===== src/pkg/asrc_pkg.sv =====
// Package of constants and carriers for the converter sleep/result control.
// Assumes a 32-bit Avalon-MM register bus with word-aligned registers.
`default_nettype none
package asrc_pkg;
   // ***************************************************************
   // Register byte offsets
   // ***************************************************************
   localparam logic [7:0] OFF_CTRL = 8'h00;
   localparam logic [7:0] OFF_TEMP = 8'h04;
   localparam logic [7:0] OFF_STAT = 8'h08;
   localparam logic [7:0] OFF_MASK = 8'h0C;
   localparam logic [7:0] OFF_RLOW = 8'h10;
   localparam logic [7:0] OFF_RHIGH = 8'h14;
   // ***************************************************************
   // Field positions
   // ***************************************************************
   localparam int CTRL_ON_BIT = 0;
   localparam int CTRL_SINGLE_BIT = 1;
   localparam int CTRL_DIFF_BIT = 2;
   localparam int CTRL_START_BIT = 3;
   localparam int CTRL_IE_BIT = 4;
   localparam int TEMP_ON_BIT = 0;
   localparam int STAT_DONE_BIT = 0;
   localparam int SIGN_BIT = 1;
   // ***************************************************************
   // Reset values and codes
   // ***************************************************************
   localparam logic [7:0] CTRL_RESET = 8'h00;
   localparam logic [7:0] TEMP_RESET = 8'h00;
   localparam logic [9:0] CODE_MAX_SE = 10'h3FF;
   localparam logic [9:0] CODE_POS_MAX = 10'h1FF;
   localparam logic [9:0] CODE_NEG_MAX = 10'h200;
   localparam logic [31:0] RD_UNMAPPED = 32'h0000_0000;
   // Conversion time in clock cycles
   localparam int CONV_CYCLES = 13;
   // ***************************************************************
   // Carriers
   // ***************************************************************
   typedef enum logic [1:0] {
      PWR_ACTIVE,
      PWR_IDLE,
      PWR_NOISE,
      PWR_OTHER
   } asrc_power_e;
   typedef struct packed {
      logic valid;
      logic diff;
      logic [10:0] sample;
   } asrc_sample_s;
endpackage
`default_nettype wire


===== src/hdl/asrc_code.sv =====
// Result coder: turns a raw 11-bit sample into a 10-bit result code.
// Assumes sample is offset-free: unsigned for single, signed for diff.
`timescale 1ns/100ps
`default_nettype none
module asrc_code (
   // Sample in
   input wire logic diff,
   input wire logic [10:0] sample,
   // Code out
   output logic [9:0] code
);
   always_comb begin
      if (!diff) begin
         // Single-ended: clip to full unsigned range
         if (sample[10])
            code = asrc_pkg::CODE_MAX_SE;
         else
            code = sample[9:0];
      end else if (!sample[10] && sample[9]) begin
         code = asrc_pkg::CODE_POS_MAX;
      end else if (sample[10] && !sample[9]) begin
         code = asrc_pkg::CODE_NEG_MAX;
      end else begin
         // Two's complement, msb gives polarity
         code = {sample[10], sample[8:0]};
      end
   end
endmodule // asrc_code
`default_nettype wire


===== src/hdl/asrc_conv_timer.sv =====
// Conversion timer: counts a fixed conversion length after a start.
// Assumes start is a one-cycle pulse; starts while busy are dropped.
`timescale 1ns/100ps
`default_nettype none
module asrc_conv_timer #(
   parameter int CYCLES = asrc_pkg::CONV_CYCLES
) (
   // Clock and reset
   input wire logic clk,
   input wire logic reset_n,
   // Control
   input wire logic start,
   input wire logic abort,
   // Status
   output logic busy,
   output logic done
);
   localparam int W = $clog2(CYCLES + 1);
   logic [W-1:0] count;
   logic [W-1:0] next_count;
   logic next_busy;
   logic next_done;
   // A one-cycle conversion would make done and start collide
   if (CYCLES < 2) begin : g_cycles_check
      $error("CYCLES must be at least 2");
   end
   always_comb begin
      next_count = count;
      next_busy = busy;
      next_done = 1'b0;
      if (abort) begin
         next_busy = 1'b0;
         next_count = '0;
      end else if (busy) begin
         if (count == W'(CYCLES - 1)) begin
            next_busy = 1'b0;
            next_done = 1'b1;
            next_count = '0;
         end else begin
            next_count = count + W'(1);
         end
      end else if (start) begin
         next_busy = 1'b1;
         next_count = '0;
      end
   end
   always_ff @(posedge clk) begin
      if (!reset_n) begin
         count <= '0;
         busy <= 1'b0;
         done <= 1'b0;
      end else begin
         count <= next_count;
         busy <= next_busy;
         done <= next_done;
      end
   end
endmodule // asrc_conv_timer
`default_nettype wire


===== src/hdl/asrc_top.sv =====
// Converter sleep and result control: registers, sleep start, wake.
// Assumes the analog core delivers one sample when sample.valid pulses,
// and a sleep controller reporting the halted core and its power mode.
//
// Summary of operation
// Bit 0 of the temperature sensor register switches the sensor on.
// Bits 7 to 1 of that register read zero and software keeps them 0.
// Software enables, idles, picks single mode and enables irq first.
// Idle or noise sleep with those settings starts a conversion.
// The conversion-complete request wakes the halted core.
// An earlier wake leaves the conversion running; its request follows.
// Other sleep modes never switch the converter off by themselves.
// Software toggles the converter before a post-sleep diff conversion.
// A completed conversion leaves its result in result_low/high.
// Single-ended results are unsigned 10-bit codes 0x000 to 0x3FF.
// Differential results are two's complement 0x200 to 0x1FF.
// The msb of a differential result, in result_high, is its sign.
// Differential codes saturate at 0x1FF and 0x200.
// Outside logic keeps converter pins still during a conversion.
`timescale 1ns/100ps
`default_nettype none
module asrc_top #(
   parameter int CONV_CYCLES = asrc_pkg::CONV_CYCLES
) (
   // Clock and reset
   input wire logic clk,
   input wire logic reset_n,
   // Avalon-MM slave
   input wire logic [7:0] avs_address,
   input wire logic avs_read,
   input wire logic avs_write,
   input wire logic [31:0] avs_writedata,
   input wire logic [3:0] avs_byteenable,
   output logic [31:0] avs_readdata,
   output logic avs_waitrequest,
   // Sleep controller
   input wire logic cpu_halted,
   input wire asrc_pkg::asrc_power_e power_mode,
   output logic wake_request,
   // Analog core
   input wire asrc_pkg::asrc_sample_s sample_in,
   output logic temp_sensor_on,
   output logic converter_on,
   output logic conv_busy,
   // Interrupt
   output logic irq
);
   // ***************************************************************
   // Register state
   // ***************************************************************
   logic [7:0] ctrl;
   logic [7:0] next_ctrl;
   logic temp_on;
   logic next_temp_on;
   logic conv_done_flag;
   logic next_conv_done_flag;
   logic mask_done;
   logic next_mask_done;
   logic [9:0] result;
   logic [9:0] next_result;
   logic [31:0] next_readdata;
   logic next_waitrequest;
   logic next_irq;
   logic next_wake;
   logic pend_start;
   logic next_pend_start;
   logic sleep_armed;
   logic next_sleep_armed;
   // Timer and coder wires
   logic t_start;
   logic t_busy;
   logic t_done;
   logic [9:0] code;

   typedef enum logic [1:0] {
      SL_AWAKE,
      SL_WAIT,
      SL_CONV
   } asrc_sleep_e;
   asrc_sleep_e sl_state;
   asrc_sleep_e next_sl_state;

   function automatic logic hit(input logic [7:0] a, input logic [7:0] o);
      hit = (a == o);
   endfunction

   // ***************************************************************
   // Parameter checks
   // ***************************************************************
   // The early-wake assertion waits at most 300 cycles for completion
   if (CONV_CYCLES < 2 || CONV_CYCLES > 250) begin : g_param_check
      $error("CONV_CYCLES must lie between 2 and 250");
   end

   // ***************************************************************
   // Conversion timer and result coder
   // ***************************************************************
   asrc_conv_timer #(
      .CYCLES(CONV_CYCLES)
   ) u_timer (
      .clk(clk),
      .reset_n(reset_n),
      .start(t_start),
      .abort(!ctrl[asrc_pkg::CTRL_ON_BIT]),
      .busy(t_busy),
      .done(t_done)
   );
   asrc_code u_code (
      .diff(sample_in.diff),
      .sample(sample_in.sample),
      .code(code)
   );

   wire logic bus_wr = avs_write && avs_waitrequest;
   wire logic bus_rd = avs_read && avs_waitrequest;
   // Sleep start is allowed only in single mode, idle, with irq on
   wire logic sleep_ok = ctrl[asrc_pkg::CTRL_ON_BIT] &&
      ctrl[asrc_pkg::CTRL_SINGLE_BIT] && ctrl[asrc_pkg::CTRL_IE_BIT] &&
      !t_busy;
   wire logic quiet_mode = (power_mode == asrc_pkg::PWR_IDLE) ||
      (power_mode == asrc_pkg::PWR_NOISE);
   wire logic sw_start = bus_wr && hit(avs_address, asrc_pkg::OFF_CTRL) &&
      avs_byteenable[0] && avs_writedata[asrc_pkg::CTRL_START_BIT];

   // ***************************************************************
   // Sleep sequencer
   // ***************************************************************
   always_comb begin
      next_sl_state = sl_state;
      next_sleep_armed = 1'b0;
      case (sl_state)
         SL_AWAKE: begin
            if (cpu_halted && quiet_mode && sleep_ok) begin
               next_sl_state = SL_CONV;
               next_sleep_armed = 1'b1;
            end
         end
         SL_CONV: begin
            // Early wake: conversion keeps going and core stays up
            if (!cpu_halted || t_done)
               next_sl_state = SL_WAIT;
         end
         SL_WAIT: begin
            // A new sleep needs the core to run again first
            if (!cpu_halted)
               next_sl_state = SL_AWAKE;
         end
         default: next_sl_state = SL_AWAKE;
      endcase
   end
   assign t_start = sleep_armed || pend_start;

   // ***************************************************************
   // Register file and bus
   // ***************************************************************
   always_comb begin
      next_ctrl = ctrl;
      next_temp_on = temp_on;
      next_mask_done = mask_done;
      next_conv_done_flag = conv_done_flag;
      next_result = result;
      next_readdata = avs_readdata;
      next_waitrequest = 1'b1;
      next_pend_start = 1'b0;
      if (bus_wr) begin
         next_waitrequest = 1'b0;
         if (avs_byteenable[0]) begin
            if (hit(avs_address, asrc_pkg::OFF_CTRL)) begin
               // Start bit is a strobe, never stored; other modes are
               // never turned off by hardware, only by software
               next_ctrl = avs_writedata[7:0] &
                  ~(8'h01 << asrc_pkg::CTRL_START_BIT);
            end else if (hit(avs_address, asrc_pkg::OFF_TEMP)) begin
               next_temp_on = avs_writedata[asrc_pkg::TEMP_ON_BIT];
            end else if (hit(avs_address, asrc_pkg::OFF_STAT)) begin
               if (avs_writedata[asrc_pkg::STAT_DONE_BIT])
                  next_conv_done_flag = 1'b0;
            end else if (hit(avs_address, asrc_pkg::OFF_MASK)) begin
               next_mask_done = avs_writedata[asrc_pkg::STAT_DONE_BIT];
            end
         end
      end else if (bus_rd) begin
         next_waitrequest = 1'b0;
         if (hit(avs_address, asrc_pkg::OFF_CTRL)) begin
            next_readdata = {24'h00_0000, ctrl};
         end else if (hit(avs_address, asrc_pkg::OFF_TEMP)) begin
            next_readdata = {31'h0000_0000, temp_on};
         end else if (hit(avs_address, asrc_pkg::OFF_STAT)) begin
            next_readdata = {30'h0000_0000, t_busy, conv_done_flag};
         end else if (hit(avs_address, asrc_pkg::OFF_MASK)) begin
            next_readdata = {31'h0000_0000, mask_done};
         end else if (hit(avs_address, asrc_pkg::OFF_RLOW)) begin
            next_readdata = {24'h00_0000, result[7:0]};
         end else if (hit(avs_address, asrc_pkg::OFF_RHIGH)) begin
            // Sign sits in bit 1 of result_high
            next_readdata = {30'h0000_0000, result[9:8]};
         end else begin
            next_readdata = asrc_pkg::RD_UNMAPPED;
         end
      end
      // The enabling write may carry the start strobe itself
      if (sw_start && !t_busy && next_ctrl[asrc_pkg::CTRL_ON_BIT])
         next_pend_start = 1'b1;
      if (t_done) begin
         // Completion wins over a same-cycle software clear
         next_conv_done_flag = 1'b1;
         next_result = code;
      end
   end
   // Wake the core on completion while it sleeps
   assign next_wake = conv_done_flag && ctrl[asrc_pkg::CTRL_IE_BIT] &&
      cpu_halted;
   assign next_irq = conv_done_flag && mask_done;

   always_ff @(posedge clk) begin
      if (!reset_n) begin
         ctrl <= asrc_pkg::CTRL_RESET;
         temp_on <= asrc_pkg::TEMP_RESET[0];
         mask_done <= 1'b0;
         conv_done_flag <= 1'b0;
         result <= 10'h000;
         avs_readdata <= 32'h0000_0000;
         avs_waitrequest <= 1'b1;
         pend_start <= 1'b0;
         sleep_armed <= 1'b0;
         sl_state <= SL_AWAKE;
         wake_request <= 1'b0;
         irq <= 1'b0;
         temp_sensor_on <= 1'b0;
         converter_on <= 1'b0;
         conv_busy <= 1'b0;
      end else begin
         ctrl <= next_ctrl;
         temp_on <= next_temp_on;
         mask_done <= next_mask_done;
         conv_done_flag <= next_conv_done_flag;
         result <= next_result;
         avs_readdata <= next_readdata;
         avs_waitrequest <= next_waitrequest;
         pend_start <= next_pend_start;
         sleep_armed <= next_sleep_armed;
         sl_state <= next_sl_state;
         wake_request <= next_wake;
         irq <= next_irq;
         temp_sensor_on <= next_temp_on;
         converter_on <= next_ctrl[asrc_pkg::CTRL_ON_BIT];
         conv_busy <= t_busy;
      end
   end
endmodule // asrc_top
`default_nettype wire


===== config.mk =====
export PLATFORM = sky130hd
export DESIGN_NAME = asrc_top
export DESIGN_NICKNAME = d
export VERILOG_FILES = /design/src/pkg/asrc_pkg.sv /design/src/hdl/asrc_code.sv /design/src/hdl/asrc_conv_timer.sv /design/src/hdl/asrc_top.sv
export SDC_FILE = /design/constraint.sdc
export NUM_CORES = 1
export LEC_CHECK = 0
export ABC_CLOCK_PERIOD_IN_PS = 1400
export BUFFER_PORTS_ARGS = -buffer_cell sky130_fd_sc_hd__buf_2
export CAP_MARGIN = 20
export CORE_MARGIN = 2
export CORE_UTILIZATION = 41
export CTS_CLUSTER_SIZE = 14
export DETAILED_ROUTE_END_ITERATION = 8
export PLACE_DENSITY = 0.76
export SLEW_MARGIN = 20
export SYNTH_ARGS = -nofsm -noshare
export SYNTH_HDL_FRONTEND = slang
export SYNTH_SLANG_ARGS = --single-unit
export TNS_END_PERCENT = 5

===== constraint.sdc =====
create_clock -name clk -period 1.4 [get_ports clk]
set_clock_uncertainty 0.05 [all_clocks]
set_input_delay 0.28 -clock clk [delete_from_list [all_inputs] [get_ports clk]]
set_output_delay 0.28 -clock clk [all_outputs]
set_load 0.01 [all_outputs]

==> impl_metrics.tcl, run 1 <==
set metrics [dict create \
    antenna_cells 0 \
    syn-cell-area_um2 2030 \
    vias_per_cell 4.91 \
    clock_power_share_pct 34.0 \
    synth_area_leaders "dfxtp_1, buf_4, a21oi_1, mux2i_1, nor2_1" \
    arrival_ps 1500 \
    drv_cap 0 \
    routedWlPerCell_um 12.3 \
    grt_pass1_vias 1598 \
    grt_overflow 0 \
    rsz0062_at_grt "no" \
    nets 358 \
    port_buffers 49 \
    period_share_pct 93.9 \
    initial_core_util_pct 42.6 \
    cts.sinks 42 \
    status "complete, no violations" \
    grt_usage_pct 16.9 \
    startpoint_type "input pin" \
    root_buffer "clkbuf_8" \
    synth_flop_cell "dfxtp_1" \
    fillers 472 \
    ys_seq_area_share_pct 41.5 \
    syn2layout_area_growth_pct 21.0 \
    finalPower_uw 2130 \
    fmax_mhz 761 \
    fin_crit_ps 1310 \
    setup_viol 0 \
    drv_slew 0 \
    routed-wl-met3_um 267 \
    pwr-share-comb_pct 9.8 \
    ys_ff_latch 42 \
    postSynthCellCount 230 \
    ioPinCount 102 \
    met1Wirelength_um 1980 \
    async_reset_ff_share_pct 0 \
    vias 1764 \
    route.met2.wl_um 2090 \
    gp_congestion 0.794 \
    synth_common_cells "dfxtp_1, buf_4, nor2_1, a21oi_1, nand2_1" \
    p_int_uw 1620 \
    avgSynthCellArea_um2 8.81 \
    firstDrtPassIters 4 \
    drc 0 \
    yosysMostFrequentCell "dfxtp_1" \
    synth.top_cell.area_share_pct 41.5 \
    grt_max_degree 20 \
    synth_cell_type_count 49 \
    top_layer "met4" \
    drt_iter0_markers 117 \
    clk_pin_slew_ps 70 \
    die_h_um 74.3 \
    ctsHtreeMaxLevel 2 \
    tns_ps 0 \
    die_w_um 74.3 \
    clock_path_buffers 2 \
    cts_tree "done" \
    dp_hpwl_um 3390 \
    synth_edf_count 0 \
    die_area_um2 5520 \
    p_sw_share_pct 23.8 \
    hold_viol 0 \
    core-area_um2 4750 \
    worstPathRequired_ps 1580 \
    p_leak_uw 0.00114 \
    drt-total-wl_um 4420 \
    antenna_left 0 \
    critPathKind "in2reg" \
    hold_path_class "in2reg" \
    power_switching_uw 508 \
    layout-drive-gt1-share_pct 30.1 \
    row_count 25 \
    rr_worst_depth 5 \
    cp-end-kind "flip-flop" \
    cts-buffers-inserted 5 \
    crit_fanout 5 \
    antenna_found_initial 0 \
    clk_latency_ps 290 \
    ys_warn_count 0 \
    min_path_cells 2 \
    grt_first_pass_wirelength_um 7110 \
    seq_power_share_pct 56.2 \
    post-cts-setup-buffers 0 \
    p_per_area_nw_per_um2 870 \
    yosysTopAreaCell "dfxtp_1" \
    ir_worst_vdd_v 0.000650 \
]
flip-flops by register name (all words and copies together) (netlist names):
signal and count:
avs_readdata 8, u_timer.busy 1, pend_start 1, sl_state 2, mask_done 1, u_timer.done 1
conv_busy 1, ctrl 7, irq 1, u_timer.count 4, wake_request 1, result 10
conv_done_flag 1, avs_waitrequest 1, temp_on 1, sleep_armed 1
final timing paths:
check / start / end / slack, ps
min reg2reg: avs_readdata[1] / avs_readdata[1] / 420
min: avs_read / avs_waitrequest / 170
max: avs_address[5] / avs_readdata[2] / 90
max reg2reg: avs_waitrequest / avs_readdata[2] / 100
cells in the final DEF (no fill, tap or decap), drive strengths merged, types with 3 or more instances in the layout:
| master | n |
|---|---|
| nor2b | 3 |
| inv | 7 |
| clkbuf | 7 |
| nand4 | 3 |
| mux2 | 6 |
| conb | 24 |
| nand2 | 15 |
| nor2 | 22 |
| buf | 66 |
| nor4 | 3 |
| a21oi | 19 |
| mux2i | 9 |
| nand3 | 7 |
| or3 | 3 |
| dfxtp | 42 |
| o21ai | 15 |
| a22oi | 6 |
| nor3 | 3 |
cell type report:
class,instances,area [um^2],area share (%)
Timing Repair Buffer,66,385,15.7
Tap cell,67,83.8,3.42
Multi-Input combinational cell,169,1030,42.1
Inverter,8,30.0,1.22
Clock buffer,7,76.3,3.11
Sequential cell,42,843,34.4
power groups by stage:
stage / logic (uW) / registers, uW / clock network, uW
floorplan: 160 / 1230 / 0
global placement: 203 / 1230 / 0
detailed placement: 206 / 1230 / 0
CTS: 207 / 1200 / 734
global route: 233 / 1200 / 794
finish: 209 / 1200 / 725
metrics by stage:
step | instances | cell area, um^2 | util, % | hold WS [ps] | worst slack [ps]
detailed placement | 352 | 2360 | 49.7 | 415 | -209
global route | 359 | 2450 | 51.6 | 166 | 0.955
finish | 359 | 2450 | 51.6 | 167 | 85.4
CTS | 359 | 2440 | 51.3 | 166 | 51.5
global placement | 352 | 2360 | 49.7 | 382 | -189
floorplan | 253 | 2120 | - | 346 | -7.10
what timing repair did:
| action | 4_1_cts | 5_1_grt |
|---|---|---|
| hold buffers | 0 | 0 |
| gates resized for setup | 0 | 4 |
| setup endpoints to repair | 0 | 12 |
critical path: stages:
cell and delay (ps):
buf_2 100, or3_4 410, nor4_4 340, buf_4 210, a22oi_1 60, nor2_1 90
cell families after synthesis:
family	after synthesis	share of synthesized area, %
buffers and inverters	42	12.7
flip-flops	42	41.5
other	1	0.185
AO/OA/AOI/OAI	53	16.1
adder cells (fa/ha/maj)	2	1.23
XOR/XNOR	1	0.432
AND/OR/NAND/NOR	74	20.1
multiplexers	15	7.78
routing by layer:
| layer | global-route usage (%) | vias up |
|---|---|---|
| met1 | 20.8 | 809 |
| met4 | 5.95 | 0 |
| li1 | - | 887 |
| met3 | 4.34 | 8 |
| met2 | 28.9 | 60 |
| met5 | 0 | - |
(Power assumes the default switching activity.)
==> inputs of run 2 (changes only) <==
--- a/config.mk
+++ b/config.mk
@@ -11,4 +11,5 @@
 export CORE_MARGIN = 2
 export CORE_UTILIZATION = 41
+export CTS_CLUSTER_DIAMETER = 100
 export CTS_CLUSTER_SIZE = 14
 export DETAILED_ROUTE_END_ITERATION = 8
--- a/constraint.sdc
+++ b/constraint.sdc
@@ -3,3 +3,3 @@
 set_input_delay 0.28 -clock clk [delete_from_list [all_inputs] [get_ports clk]]
 set_output_delay 0.28 -clock clk [all_outputs]
-set_load 0.01 [all_outputs]
+set_load 0.02 [all_outputs]
==> run 2 against run 1 <==
Worst setup slack got worse by 23 ps. Critical path depth decreased by 1. Flip-flop and latch count is the same. Non-clock buffer count down 1. Sequential power is essentially flat. Register-to-register slack worse by 20 ps.
==> impl_metrics.tcl, run 2 (synthesis gave the netlist of run 1 again) <==
set metrics [dict create \
    status "complete, no violations" \
    die_h_um 74.3 \
    antenna_left 0 \
    power_switching_uw 533 \
    post_cts_resized 0 \
    seq_power_share_pct 55.7 \
    cts_tree "done" \
    r2r_end "ctrl[1]" \
    ir_worst_vdd_v 0.000489 \
    pre_cts_slack_ps -258 \
    clk_pin_slew_ps 70 \
    syn2layout_area_growth_pct 20.3 \
    reg_top3 "result (10), avs_readdata (8), ctrl (7)" \
    ctsHoldBuffers 0 \
    dp_hpwl_um 3430 \
    hold_viol 0 \
    p_leak_uw 0.00113 \
    ioPinCount 102 \
    gp_congestion 0.787 \
    arrival_ps 1470 \
    fin_crit_ps 1340 \
    drt-total-wl_um 4440 \
    row_count 25 \
    cts.sinks 42 \
    firstDrtPassIters 4 \
    p_int_uw 1620 \
    final_cell_mix "buf_2, dfxtp_1, conb_1" \
    die_area_um2 5520 \
    clock_path_buffers 2 \
    grt_pass1_vias 1618 \
    ctsHtreeMaxLevel 2 \
    p_sw_share_pct 24.8 \
    setup_slack_ps 62.4 \
    post-cts-setup-buffers 0 \
    grt_overflow 0 \
    fillers 466 \
    fin_cells 358 \
    startpoint_type "input pin" \
    port_buffers 49 \
    cts-buffers-inserted 5 \
    max_slew_margin_pct 58.8 \
    dp_cells 351 \
    worstHoldStart "avs_read" \
    worstPathRequired_ps 1530 \
    initial_core_util_pct 42.6 \
    vias_per_cell 4.88 \
    tightest_slew_ps 618 \
    clk_latency_ps 290 \
    root_buffer "clkbuf_8" \
    vias 1746 \
    drv_cap 0 \
    setup_viol 0 \
    rr_worst_depth 4 \
    hold_path_class "in2reg" \
    core-area_um2 4750 \
    critPathKind "in2reg" \
    reg2reg_slack_ps 80 \
    cp-end-kind "flip-flop" \
    die_w_um 74.3 \
    largest_reg_flops 10 \
    crit_path_end "mask_done" \
    antenna_cells 0 \
    rsz0062_at_grt "no" \
    drc 0 \
    antenna_found_initial 0 \
    final_common_cell "buf_2" \
    pwr-share-comb_pct 11.2 \
    grt_usage_pct 17.2 \
    fmax_mhz 748 \
    period_share_pct 95.5 \
    drv_slew 0 \
    finalPower_uw 2150 \
    clock_power_share_pct 33.1 \
    crit_fanout 3 \
    fin_util_pct 51.3 \
    r2r_start "avs_waitrequest" \
    routedWlPerCell_um 12.4 \
    regMostFlops "result" \
    p_per_area_nw_per_um2 882 \
    grt_first_pass_wirelength_um 7180 \
    tns_ps 0 \
    nets 357 \
    critical_path.startpoint "avs_address[5]" \
    grt_max_degree 14 \
    layout-drive-gt1-share_pct 29.9 \
    drt_iter0_markers 135 \
]
## run 2: changes by cell type in the layout (fill, tap and decap cells not counted), sizes merged
| cell | previous run | this run |
|---|---|---|
| buf | 66 | 65 |
| clkbuf | 7 | 5 |
| clkinv | 1 | 3 |
## run 2: how the worst min path moves through the flow
stage | slack [ps] | endpoint | cells past startpoint
3_3_place_gp | 380 | avs_waitrequest | 1
6_report | 160 | avs_waitrequest | 2
3_5_place_dp | 390 | avs_waitrequest | 1
5_1_grt | 160 | avs_waitrequest | 2
4_1_cts | 150 | avs_waitrequest | 2
2_1_floorplan | 350 | avs_waitrequest | 1
## run 2: power groups by stage
stage	clock [uW]	combinational, uW	sequential, uW
6_report	713	240	1200
3_5_place_dp	0	239	1230
4_1_cts	732	241	1200
5_1_grt	788	264	1200
2_1_floorplan	0	189	1230
3_3_place_gp	0	237	1230
## run 2: per-stage QoR
| stage | area [um^2] | hold WS, ps |
|---|---|---|
| after floorplan | 2120 | 346 |
| after global placement | 2360 | 381 |
| after detailed placement | 2360 | 387 |
| after CTS | 2430 | 153 |
| after global routing | 2440 | 158 |
| final | 2440 | 157 |
## run 2: critical path, cell delays in order
cell and delay (ps):
buf_2 110, or3_4 420, nor4_1 390, mux2i_1 230, nor2_1 50
## run 2: metal layers
metal	part of all wire [%]	GRT usage, %
met1	43	20.8
met3	8.2	4.20
met4	1.3	6.55
met5	0	0
met2	47	29.5
## run 2: layout make-up
cell class                 instances  area [um^2]  share of cell area (%)
clock buffer                       5         68.8                    2.82
clock inverter                     2         10.0                   0.410
inverter                           8         30.0                    1.23
multi-input combinational        169         1020                    42.0
sequential                        42          843                    34.6
tap                               67         83.8                    3.44
timing repair buffer              65          378                    15.5
